$ cat src/hdl/lsd_pkg.sv
// constants, types and decode functions of the segment lcd drive control
package lsd_pkg;

    // ********************************************************
    // register map, byte-wide registers
    // ********************************************************
    localparam int        LSD_AW          = 5;
    localparam int        LSD_DW          = 8;
    localparam logic [4:0] LSD_OFS_CTRL    = 5'h00;
    localparam logic [4:0] LSD_OFS_PRESC   = 5'h01;
    localparam logic [4:0] LSD_OFS_BIASREF = 5'h02;
    localparam logic [4:0] LSD_OFS_LADDER  = 5'h03;
    localparam logic [4:0] LSD_OFS_SEGEN0  = 5'h04;
    localparam logic [4:0] LSD_OFS_STATUS  = 5'h07;
    localparam logic [4:0] LSD_OFS_PIX0    = 5'h10;
    localparam int        LSD_SEGEN_REGS  = 3;
    localparam int        LSD_PIX_REGS    = 12;
    localparam int        LSD_PIX_STRIDE  = 3;

    // ********************************************************
    // field positions and reset values
    // ********************************************************
    localparam int         LSD_CTRL_EN     = 0;
    localparam int         LSD_CTRL_MUX    = 1;
    localparam int         LSD_CTRL_SRC    = 3;
    localparam int         LSD_BIAS_IREF   = 0;
    localparam int         LSD_BIAS_FVR    = 1;
    localparam int         LSD_BIAS_IDLE   = 2;
    localparam int         LSD_BIAS_EXT    = 3;
    localparam int         LSD_LAD_TAP     = 0;
    localparam int         LSD_LAD_LAT     = 4;
    localparam int         LSD_ST_ACTIVE   = 0;
    localparam int         LSD_ST_SHUT     = 1;
    localparam logic [7:0] LSD_RST_REG     = 8'h00;

    // ********************************************************
    // timing counts
    // ********************************************************
    localparam logic [7:0] LSD_FOSC_DIV_MAX = 8'hff;  // divide by 256
    localparam logic [7:0] LSD_PHASE_STEPS  = 8'h20;  // 32 per factor
    localparam logic [3:0] LSD_LADDER_MAX   = 4'hf;   // 16 clocks a period

    typedef enum logic [1:0] {
        LSD_SRC_FOSC,
        LSD_SRC_SOSC,
        LSD_SRC_LFINT
    } lsd_clk_src_t;

    typedef enum logic [1:0] {
        LSD_IDLE,
        LSD_RUN,
        LSD_STOPPING
    } lsd_state_t;

    // commons in use for a common count code
    function automatic logic [3:0] lsd_com_mask(input logic [1:0] mux);
        case (mux)
            2'h0:    lsd_com_mask = 4'h1;
            2'h1:    lsd_com_mask = 4'h3;
            2'h2:    lsd_com_mask = 4'h7;
            default: lsd_com_mask = 4'hf;
        endcase
    endfunction : lsd_com_mask

    // phases per frame: 32 times the mode factor
    function automatic logic [7:0] lsd_frame_phases(input logic [1:0] mux);
        case (mux)
            2'h2:    lsd_frame_phases = 8'(LSD_PHASE_STEPS * 3);
            default: lsd_frame_phases = 8'(LSD_PHASE_STEPS * 4);
        endcase
    endfunction : lsd_frame_phases

endpackage : lsd_pkg

$ cat src/hdl/lsd_drive_ctrl.sv
// segment lcd drive control: registers, pin steering, bias gating, frames
//
// The address-and-strobe port and the address map are this design's own decisions.
`timescale 1ns/1ps
module lsd_drive_ctrl
    import lsd_pkg::*;
#(
    parameter int SEGS = 24                 // segment pins
) (
    input  wire logic              i_ref_clk,      // 20 MHz clock
    input  wire logic              i_reset,        // async, active high
    input  wire logic              i_clk_en,       // low freezes all state
    input  wire logic [LSD_AW-1:0] i_addr,         // register address
    input  wire logic [LSD_DW-1:0] i_wr_data,      // write data
    input  wire logic              i_wr_stb,       // write strobe
    input  wire logic              i_rd_stb,       // read strobe
    output logic      [LSD_DW-1:0] o_rd_data,      // read data, next cycle
    input  wire logic              i_sosc_tick,    // secondary osc tick
    input  wire logic              i_lfint_tick,   // low-freq osc tick
    input  wire logic              i_khz32_tick,   // 32 kHz ladder tick
    input  wire logic [3:0]        i_com_dir,      // common pin directions
    input  wire logic [SEGS-1:0]   i_seg_dir,      // segment pin directions
    output logic [3:0]             o_com_lcd,      // common pin is lcd
    output logic [3:0]             o_com_dir,      // effective com dir
    output logic [SEGS-1:0]        o_seg_lcd,      // segment pin is lcd
    output logic [SEGS-1:0]        o_seg_dir,      // effective seg dir
    output logic [4*SEGS-1:0]      o_pixel_dark,   // pixel bits, com-major
    output logic                   o_active,       // module-active flag
    output logic                   o_ladder_on,    // contrast ladder closed
    output logic [2:0]             o_ladder_tap,   // ladder tap code
    output logic                   o_ladder_mode_a,// ladder in power mode A
    output logic                   o_iref_on,      // internal reference on
    output logic                   o_iref_src_fvr, // 1: 3x fixed ref
    output logic                   o_fvr_request,  // fixed ref wanted
    output logic                   o_fvr_buf_on,   // fixed ref buffer on
    output logic [2:0]             o_ext_bias_en,  // external bias pins
    output logic                   o_frame_start,  // common zero edge
    output logic                   o_shutdown_irq  // shutdown event flag
);

    // ********************************************************
    // register storage
    // ********************************************************
    logic [7:0]   ctrl_q;
    logic [7:0]   presc_q;
    logic [7:0]   bias_q;
    logic [7:0]   ladder_q;
    logic [7:0]   segen_q [LSD_SEGEN_REGS];
    logic [7:0]   pix_q   [LSD_PIX_REGS];
    logic         shut_q;
    lsd_state_t   state_q;
    lsd_state_t   state_d;
    logic         wr;
    logic         rd;
    logic         active;
    logic         iref_en;
    logic         src_fvr;
    logic [1:0]   mux;
    logic [SEGS-1:0] segen_w;

    assign wr      = i_wr_stb & i_clk_en;
    assign rd      = i_rd_stb & i_clk_en;
    assign mux     = ctrl_q[LSD_CTRL_MUX +: 2];
    assign iref_en = bias_q[LSD_BIAS_IREF];
    assign src_fvr = bias_q[LSD_BIAS_FVR];
    assign active  = (state_q != LSD_IDLE);

    // control registers; all zero after reset so pins are plain io
    always_ff @(posedge i_ref_clk or posedge i_reset) begin
        if (i_reset) begin
            ctrl_q   <= LSD_RST_REG;
            presc_q  <= LSD_RST_REG;
            bias_q   <= LSD_RST_REG;
            ladder_q <= LSD_RST_REG;
        end else if (wr) begin
            case (i_addr)
                LSD_OFS_CTRL:    ctrl_q   <= i_wr_data;
                LSD_OFS_PRESC:   presc_q  <= i_wr_data;
                LSD_OFS_BIASREF: bias_q   <= i_wr_data;
                LSD_OFS_LADDER:  ladder_q <= i_wr_data;
                default:         ;
            endcase
        end
    end

    // segment enables and pixel bits, one generate slot per register
    genvar g;
    generate
        for (g = 0; g < LSD_SEGEN_REGS; g++) begin : g_segen
            always_ff @(posedge i_ref_clk or posedge i_reset) begin
                if (i_reset) begin
                    segen_q[g] <= LSD_RST_REG;
                end else if (wr && i_addr == LSD_OFS_SEGEN0 + 5'(g)) begin
                    segen_q[g] <= i_wr_data;
                end
            end
            assign segen_w[8*g +: 8] = segen_q[g];
        end
        // pixel writes land regardless of module state
        for (g = 0; g < LSD_PIX_REGS; g++) begin : g_pix
            always_ff @(posedge i_ref_clk or posedge i_reset) begin
                if (i_reset) begin
                    pix_q[g] <= LSD_RST_REG;
                end else if (wr && i_addr == LSD_OFS_PIX0 + 5'(g)) begin
                    pix_q[g] <= i_wr_data;
                end
            end
        end
        // com c, segment n -> register c*3 + n/8, bit n%8
        for (g = 0; g < 4*SEGS; g++) begin : g_map
            assign o_pixel_dark[g] =
                pix_q[(g / SEGS) * LSD_PIX_STRIDE + (g % SEGS) / 8]
                     [(g % SEGS) % 8];
        end
    endgenerate

    // ********************************************************
    // read port, data valid the cycle after the strobe
    // ********************************************************
    always_ff @(posedge i_ref_clk or posedge i_reset) begin
        if (i_reset) begin
            o_rd_data <= LSD_RST_REG;
        end else if (rd) begin
            if (i_addr >= LSD_OFS_PIX0 &&
                i_addr < LSD_OFS_PIX0 + 5'(LSD_PIX_REGS)) begin
                o_rd_data <= pix_q[4'(i_addr - LSD_OFS_PIX0)];
            end else if (i_addr >= LSD_OFS_SEGEN0 &&
                i_addr < LSD_OFS_SEGEN0 + 5'(LSD_SEGEN_REGS)) begin
                o_rd_data <= segen_q[2'(i_addr - LSD_OFS_SEGEN0)];
            end else begin
                case (i_addr)
                    LSD_OFS_CTRL:    o_rd_data <= ctrl_q;
                    LSD_OFS_PRESC:   o_rd_data <= presc_q;
                    LSD_OFS_BIASREF: o_rd_data <= bias_q;
                    LSD_OFS_LADDER:  o_rd_data <= ladder_q;
                    LSD_OFS_STATUS:  o_rd_data <= {6'h00, shut_q, active};
                    default:         o_rd_data <= 8'h00; // unmapped
                endcase
            end
        end
    end

    // ********************************************************
    // lcd clock source and frame timing
    // ********************************************************
    logic [7:0] fosc_cnt_q;
    logic [3:0] pre_cnt_q;
    logic [7:0] phase_q;
    logic       lcd_tick;
    logic       phase_tick;
    logic       frame_wrap;
    logic [3:0] pre_max;

    // system clock divided by 256, free running
    always_ff @(posedge i_ref_clk or posedge i_reset) begin
        if (i_reset) begin
            fosc_cnt_q <= 8'h00;
        end else if (i_clk_en) begin
            fosc_cnt_q <= fosc_cnt_q + 8'h01;
        end
    end

    // selected lcd clock tick; spare code falls back to low-freq osc
    always_comb begin
        case (lsd_clk_src_t'(ctrl_q[LSD_CTRL_SRC +: 2]))
            LSD_SRC_FOSC: lcd_tick = (fosc_cnt_q == LSD_FOSC_DIV_MAX);
            LSD_SRC_SOSC: lcd_tick = i_sosc_tick;
            default:      lcd_tick = i_lfint_tick;
        endcase
    end

    // prescale code zero is read as one so the divider never stalls
    assign pre_max    = (presc_q[3:0] == 4'h0) ? 4'h0 : presc_q[3:0] - 4'h1;
    assign phase_tick = lcd_tick && (pre_cnt_q == pre_max);
    assign frame_wrap = phase_tick &&
                        (phase_q == lsd_frame_phases(mux) - 8'h01);

    // prescale and phase counters run only while the module is active
    always_ff @(posedge i_ref_clk or posedge i_reset) begin
        if (i_reset) begin
            pre_cnt_q <= 4'h0;
            phase_q   <= 8'h00;
        end else if (i_clk_en) begin
            if (!active) begin
                pre_cnt_q <= 4'h0;
                phase_q   <= 8'h00;
            end else if (lcd_tick) begin
                pre_cnt_q <= phase_tick ? 4'h0 : pre_cnt_q + 4'h1;
                if (phase_tick) begin
                    phase_q <= frame_wrap ? 8'h00 : phase_q + 8'h01;
                end
            end
        end
    end

    // frame start pulse: common zero leading edge
    always_ff @(posedge i_ref_clk or posedge i_reset) begin
        if (i_reset) begin
            o_frame_start <= 1'b0;
        end else if (i_clk_en) begin
            o_frame_start <= active && frame_wrap;
        end
    end

    // ********************************************************
    // module activity and shutdown event
    // ********************************************************
    // shutdown waits for a frame edge so no pixel is left with dc on it
    always_comb begin
        state_d = state_q;
        case (state_q)
            LSD_IDLE: begin
                if (ctrl_q[LSD_CTRL_EN]) state_d = LSD_RUN;
            end
            LSD_RUN: begin
                if (!ctrl_q[LSD_CTRL_EN]) state_d = LSD_STOPPING;
            end
            LSD_STOPPING: begin
                if (ctrl_q[LSD_CTRL_EN]) state_d = LSD_RUN;
                else if (frame_wrap)     state_d = LSD_IDLE;
            end
            default: state_d = LSD_IDLE;
        endcase
    end

    always_ff @(posedge i_ref_clk or posedge i_reset) begin
        if (i_reset) begin
            state_q <= LSD_IDLE;
        end else if (i_clk_en) begin
            state_q <= state_d;
        end
    end

    // sticky shutdown flag, write one to clear; a new event beats the clear
    always_ff @(posedge i_ref_clk or posedge i_reset) begin
        if (i_reset) begin
            shut_q <= 1'b0;
        end else if (i_clk_en) begin
            if (active && state_d == LSD_IDLE) begin
                shut_q <= 1'b1;
            end else if (wr && i_addr == LSD_OFS_STATUS &&
                         i_wr_data[LSD_ST_SHUT]) begin
                shut_q <= 1'b0;
            end
        end
    end

    // ********************************************************
    // ladder power mode timing on the 32 kHz tick
    // ********************************************************
    logic [3:0] lad_cnt_q;
    logic [2:0] lat;
    assign lat = ladder_q[LSD_LAD_LAT +: 3];

    always_ff @(posedge i_ref_clk or posedge i_reset) begin
        if (i_reset) begin
            lad_cnt_q <= 4'h0;
        end else if (i_clk_en) begin
            if (!active) begin
                lad_cnt_q <= 4'h0;
            end else if (i_khz32_tick) begin
                lad_cnt_q <= (lad_cnt_q == LSD_LADDER_MAX) ? 4'h0
                                                          : lad_cnt_q + 4'h1;
            end
        end
    end

    // ********************************************************
    // registered analog controls and pin steering
    // ********************************************************
    logic mode_a;
    logic iref_on;
    assign mode_a  = active && (lat != 3'h0) &&
                     (lad_cnt_q < {1'b0, lat});
    assign iref_on = active && iref_en;

    always_ff @(posedge i_ref_clk or posedge i_reset) begin
        if (i_reset) begin
            o_active        <= 1'b0;
            o_ladder_on     <= 1'b0;
            o_ladder_tap    <= 3'h0;
            o_ladder_mode_a <= 1'b0;
            o_iref_on       <= 1'b0;
            o_iref_src_fvr  <= 1'b0;
            o_fvr_request   <= 1'b0;
            o_fvr_buf_on    <= 1'b0;
            o_ext_bias_en   <= 3'h0;
            o_shutdown_irq  <= 1'b0;
        end else if (i_clk_en) begin
            o_active        <= active;
            // no internal source means contrast circuit off too
            o_ladder_on     <= iref_on;
            o_ladder_tap    <= ladder_q[LSD_LAD_TAP +: 3];
            o_ladder_mode_a <= mode_a;
            o_iref_on       <= iref_on;
            o_iref_src_fvr  <= src_fvr;
            o_fvr_request   <= iref_on && src_fvr;
            o_fvr_buf_on    <= iref_on && src_fvr &&
                               !(bias_q[LSD_BIAS_IDLE] && !mode_a);
            // independent of the ladder, both may run together
            o_ext_bias_en   <= bias_q[LSD_BIAS_EXT +: 3];
            o_shutdown_irq  <= shut_q;
        end
    end

    // lcd pins drive out (dir 0); others follow their direction bit
    always_ff @(posedge i_ref_clk or posedge i_reset) begin
        if (i_reset) begin
            o_com_lcd <= 4'h0;
            o_com_dir <= 4'hf;
            o_seg_lcd <= '0;
            o_seg_dir <= '1;
        end else if (i_clk_en) begin
            o_com_lcd <= ctrl_q[LSD_CTRL_EN] ? lsd_com_mask(mux) : 4'h0;
            o_com_dir <= i_com_dir &
                         ~(ctrl_q[LSD_CTRL_EN] ? lsd_com_mask(mux)
                                               : 4'h0);
            o_seg_lcd <= segen_w;
            o_seg_dir <= i_seg_dir & ~segen_w;
        end
    end
endmodule : lsd_drive_ctrl

$ cat config.mk
export PLATFORM = sky130hd
export DESIGN_NAME = lsd_drive_ctrl
export DESIGN_NICKNAME = d
export VERILOG_FILES = /design/src/hdl/lsd_pkg.sv /design/src/hdl/lsd_drive_ctrl.sv
export SDC_FILE = /design/constraint.sdc
export NUM_CORES = 1
export LEC_CHECK = 0
export BUFFER_PORTS_ARGS = -buffer_cell sky130_fd_sc_hd__buf_2
export CORE_ASPECT_RATIO = 1.25
export CORE_MARGIN = 5
export CORE_UTILIZATION = 35
export DETAILED_ROUTE_END_ITERATION = 8
export PLACE_DENSITY = 0.56
export REMOVE_ABC_BUFFERS = 1
export SYNTH_ARGS = -nofsm -noshare
export SYNTH_HDL_FRONTEND = slang
export SYNTH_SLANG_ARGS = --single-unit
export TNS_END_PERCENT = 5
$ cat constraint.sdc
create_clock -name i_ref_clk -period 10 [get_ports i_ref_clk]
set_input_delay 0.5 -clock i_ref_clk [delete_from_list [all_inputs] [get_ports i_ref_clk]]
set_output_delay 0.5 -clock i_ref_clk [all_outputs]
set_load 0.01 [all_outputs]
### Yosys cells after proc, flatten, opt, wreduce, memory -nomap -nowiden

Cells that the tools add are included.
Widths: inputs -> output; s select.

| storage, ports and cells | value |
|---|---|
| register bits after elaboration | 257 |
| input port bits | 49 |
| output and inout bits | 175 |
| word-level logic and storage cells | 175 |

| cells by class | value |
|---|---|
| add/sub/neg operators | 8 |
| $lt $le $gt $ge | 7 |
| equality and inequality tests | 31 |
| multiplexer cells | 33 |
| bitwise gates (word level) | 8 |
| reductions and logical operators | 48 |

Operators with widths:

| kind | count |
|---|---|
| $mux 8 | 11 |
| $eq 5x5->1 const B | 12 |
| $mux 4 | 10 |
| $pmux 8 s5 | 1 |
| $bmux 8 s4 | 1 |
| $logic_and 1x1->1 | 29 |
| $and 24x24->24 | 1 |
| $not 24->24 | 1 |
| $eq 5x3->1 const B | 4 |
| $add 8x1->8 const B | 2 |
| $bmux 8 s2 | 1 |
| $reduce_and 2->1 | 7 |
| $pmux 4 s3 | 1 |
| $eq 5x2->1 const B | 2 |
| $ge 5x5->1 const B | 2 |
| $add 4x1->4 const B | 2 |
| $eq 8x8->1 | 1 |
| $eq 8x8->1 const B | 1 |
| $logic_not 2->1 | 4 |
| $mux 2 | 4 |
| $sub 4x1->4 const B | 2 |
| $sub 8x1->8 const B | 1 |
| $eq 2x1->1 const B | 3 |
| $pmux 2 s3 | 1 |
| other kinds (25) | 31 |

### Depth between registers and ports, before layout

| depth | value |
|---|---|
| word-level depth | 12 |
| gate-level depth with buffers | 8 |
| gate-level depth less buffers | 7 |

### Worst setup path before layout

No wires, ideal clock.

| path | value |
|---|---|
| path kind | in2reg |
| start | input port i_addr[4] |
| end | register pix_q (netlist bit o_pixel_dark[24]) |
| library setup time | 125 ps |
| arrival | 1866 ps |
| data required time | 9875 ps |
| slack | 8010 ps |
| stages on the path | 6 |
| buffers on the path | 2 |
| cells stage by stage | buf_2 and3_1 clkbuf_1 nand3_1 nor3_4 mux2_2 |

| between the ends | value |
|---|---|
| cells in the longest elaborated chain, start to end | 2 |

Ends and longest elaborated chain:

| item | RTL line | source |
|---|---|---|
| start: declaration | lsd_drive_ctrl.sv:13 | `input wire logic [LSD_AW-1:0] i_addr,` |
| $eq 5x5->1 | lsd_drive_ctrl.sv:104 | `end else if (wr && i_addr == LSD_OFS_PIX0 + 5'(g)) begin` |
| $logic_and 1x1->1 | lsd_drive_ctrl.sv:104 |  |
| end signal: indexed assignment | lsd_drive_ctrl.sv:105 | `pix_q[g] <= i_wr_data;` |
| end: declaration | lsd_drive_ctrl.sv:49 | `logic [7:0] pix_q [LSD_PIX_REGS];` |

No other way between the ends.
A chain may end at the register's enable or synchronous reset.

### Worst setup path in the final report

| path | value |
|---|---|
| start | input port i_addr[1] |
| end | register pix_q (netlist bit o_pixel_dark[82]) |

Same word-level chain as after synthesis.

==> impl_metrics.ini <==
[worst_setup_path]
cp-end-kind = flop
worst_ep_required_time_ns = 10.41
critPathArrivalTime_ns = 2.68
endpoint = o_pixel_dark[82]$_DFFE_PP0P_
rr_startpoint = state_q[1]$_DFFE_PP0P_
startpoint = i_addr[1]
crit_type = input port to flop
rrSetupSlack_ns = 7.82
cp_slowest_cell = nor2b_1
crit_chain = buf_2 -> buf_4 -> nor2b_1 -> nand2_1 -> nor2_2 -> mux2_2
r2r-end = phase_q[0]$_DFFE_PP0P_
cp.depth = 6
start_kind = input port
worstPathMaxFanout = 50
slowest_delay_ns = 0.57
r2r_cells = 5
path_delay_family = simple AND/OR/NAND/NOR gates
crit_buf_inv = 2

[drt]
routed-via-count = 8066
drt_pre_antenna_iters = 4
viasPerCell = 5.147
wirelength_um = 33200
ant_nets = 0
drc_errors = 0
routedWlPerCell_um = 21.19
dr.first_iter.drc_count = 394

[finish]
n_fill_cell = 3238
drive_gt1_frac = 0.4576
ff_latch_area_um2 = 6466
multi_input_area_um2 = 4976
syn_to_final_growth_pct = 18.90
fin_nets = 1178
post-route-util = 0.4204

[synthesis]
synth_area_um2 = 11880
synthDistinctLibCells = 69
synth_area_leaders = dfrtp_1 48%, mux2_2 16%, mux4_2 6.3%
ys_async_sr_fraction = 1.000
synth.avg_cell_area_um2 = 12.80
ys_ff_latch = 257
yosysTopAreaCell = dfrtp_1
yosys.cell_count.top_type = dfrtp_1
synth_top_cell_area_share = 0.4824
ys_seq_area_frac = 0.5443
ys_top_cells_by_count = 229 x dfrtp_1, 170 x mux2_2, 59 x o21ai_0
ys_warn_count = 0
synth_edf_count = 0
synth_top_flop_cell = dfrtp_1
syn_inst = 928

[sta]
finalCriticalPeriod_ns = 2.266
rsz0062_at_grt = false
max_freq_mhz = 441.2
setup_viol = 0
finClkSkew_ns = 0.007278
fin_tns_setup_ns = 0
tightestPinTransition_ns = 0.9486
max_slew_margin = 0.3676
period_share = 0.2266
hold_viol_final = 0
finalMaxSlewViolations = 0

[global_route]
grt_pass1_wl_um = 51090
gr-total-overflow = 0
grt_pass1_vias = 8373
grt_max_degree = 128
gr-usage-all-layers = 0.1712
antenna_found_initial = 1

[cts]
post_cts_resize_count = 0
cts_max_level = 1
cts_sinks = 257
clockRootBuffer = clkbuf_16
clock_path_buffers = 3
worstSkewPairLatency_ns = 0.53
cts_hold_buf = 0
path_clk_slew_ns = 0.06
cts_setup_buffers = 0
cts_tree = yes
cts_buffers = 27

[pwr]
p_sw_mw = 0.8693
powerDensity_nw_per_um2 = 205.7
p_seq_frac = 0.470
ir_worst_vdd_mv = 0.1198
swShare = 0.2992
combPwrFrac = 0.201
p_clk_frac = 0.329
leakagePower_nw = 6.805
intPower_mw = 2.036

[place]
gp_congestion = 0.7866
place_hpwl_um = 22920
portBuffers = 223

[die]
row_count = 75
dieArea_um2 = 37750
io_pins = 224
start_util = 0.3536
dieWidth_um = 174.8
core-area_um2 = 33590
die_h_um = 216.0

[flow_run]
max_cap_violations = 0

[outcome]
status = finished, final reports clean

[min_path]
hold_path_class = input port to async pin
-- cells in the final DEF (no fill, tap or decap), types with 14 or more instances in the layout --
master / instances
nand3_1: 23
o21ai_0: 59
dfrtp_1: 229
nand3b_1: 27
clkbuf_16: 27
dfstp_2: 28
mux2_2: 170
nand2_1: 39
inv_1: 43
mux2_1: 14
buf_2: 221
mux4_2: 33
nor2_1: 46
a21oi_1: 15
-- final cells by class --
| class | count | share of cell area |
|---|---|---|
| Timing Repair Buffer | 227 | 0.08150 |
| Sequential cell | 257 | 0.4578 |
| Clock inverter | 3 | 0.001329 |
| Clock buffer | 46 | 0.05714 |
| Multi-Input combinational cell | 566 | 0.3523 |
| Inverter | 44 | 0.01223 |
| Antenna cell | 1 | 0.0001772 |
| Tap cell | 423 | 0.03747 |
-- sequential cells by signal, summed over array words and instances (netlist names), 2 cells and up --
signal and count:
bias_q 8, o_com_lcd 4, o_ext_bias_en 3, segen_q 24, ladder_q 8, phase_q 8
lad_cnt_q 4, fosc_cnt_q 8, presc_q 8, o_seg_lcd 24, o_com_dir 4, o_pixel_dark 96
o_ladder_tap 3, pre_cnt_q 4, o_seg_dir 24, o_rd_data 8, state_q 2, ctrl_q 8
-- worst min-delay path by stage --
stage | slack (ns) | from | to | cells after the start
after floorplan | 0.44 | fosc_cnt_q[7]$_DFFE_PP0P_ | fosc_cnt_q[7]$_DFFE_PP0P_ | 1
after global placement | 0.46 | o_com_dir[3]$_DFFE_PP1P_ | o_com_dir[3]$_DFFE_PP1P_ | 2
after detailed placement | 0.46 | o_seg_dir[17]$_DFFE_PP1P_ | o_seg_dir[17]$_DFFE_PP1P_ | 2
after CTS | 0.16 | i_com_dir[2] | o_com_dir[2]$_DFFE_PP1P_ | 3
after global routing | 0.16 | i_com_dir[2] | o_com_dir[2]$_DFFE_PP1P_ | 3
final | 0.17 | i_reset | o_pixel_dark[4]$_DFFE_PP0P_ | 2
-- metrics by stage --
step | setup WS, ns | std cells | total power, mW | hold WS (ns) | cell area (um^2)
floorplan | 2.476 | 867 | 1.705 | 0.4418 | 11610
global placement | 7.273 | 1517 | 1.967 | 0.4553 | 13300
detailed placement | 7.173 | 1517 | 1.981 | 0.4584 | 13300
CTS | 7.750 | 1566 | 2.951 | 0.1620 | 14120
global route | 7.541 | 1567 | 3.070 | 0.1623 | 14120
finish | 7.734 | 1567 | 2.905 | 0.1729 | 14120
-- logic make-up after synthesis --
family                   Yosys count  synth area share
AO/OA/AOI/OAI                    127           0.06857
XOR/XNOR                          12          0.008848
adder cells (fa/ha/maj)            6          0.006320
buffers and inverters            105           0.03676
flip-flops                       257            0.5443
multiplexers                     226            0.2459
AND/OR/NAND/NOR                  195           0.08921
-- power groups by stage --
stage | combinational [mW] | clock, mW | sequential (mW)
after floorplan | 0.318 | 0 | 1.39
after global placement | 0.586 | 0 | 1.38
after detailed placement | 0.596 | 0 | 1.38
after CTS | 0.599 | 0.984 | 1.37
after global routing | 0.651 | 1.03 | 1.39
final | 0.585 | 0.955 | 1.37
-- metal layers --
| metal | GRT usage | wire length [um] |
|---|---|---|
| met1 | 0.2232 | 13980 |
| met2 | 0.2902 | 16470 |
| met3 | 0.03850 | 2037 |
| met4 | 0.04401 | 713 |
| met5 | 0 | 0 |
No activity file was read; power rests on OpenSTA's default activity.
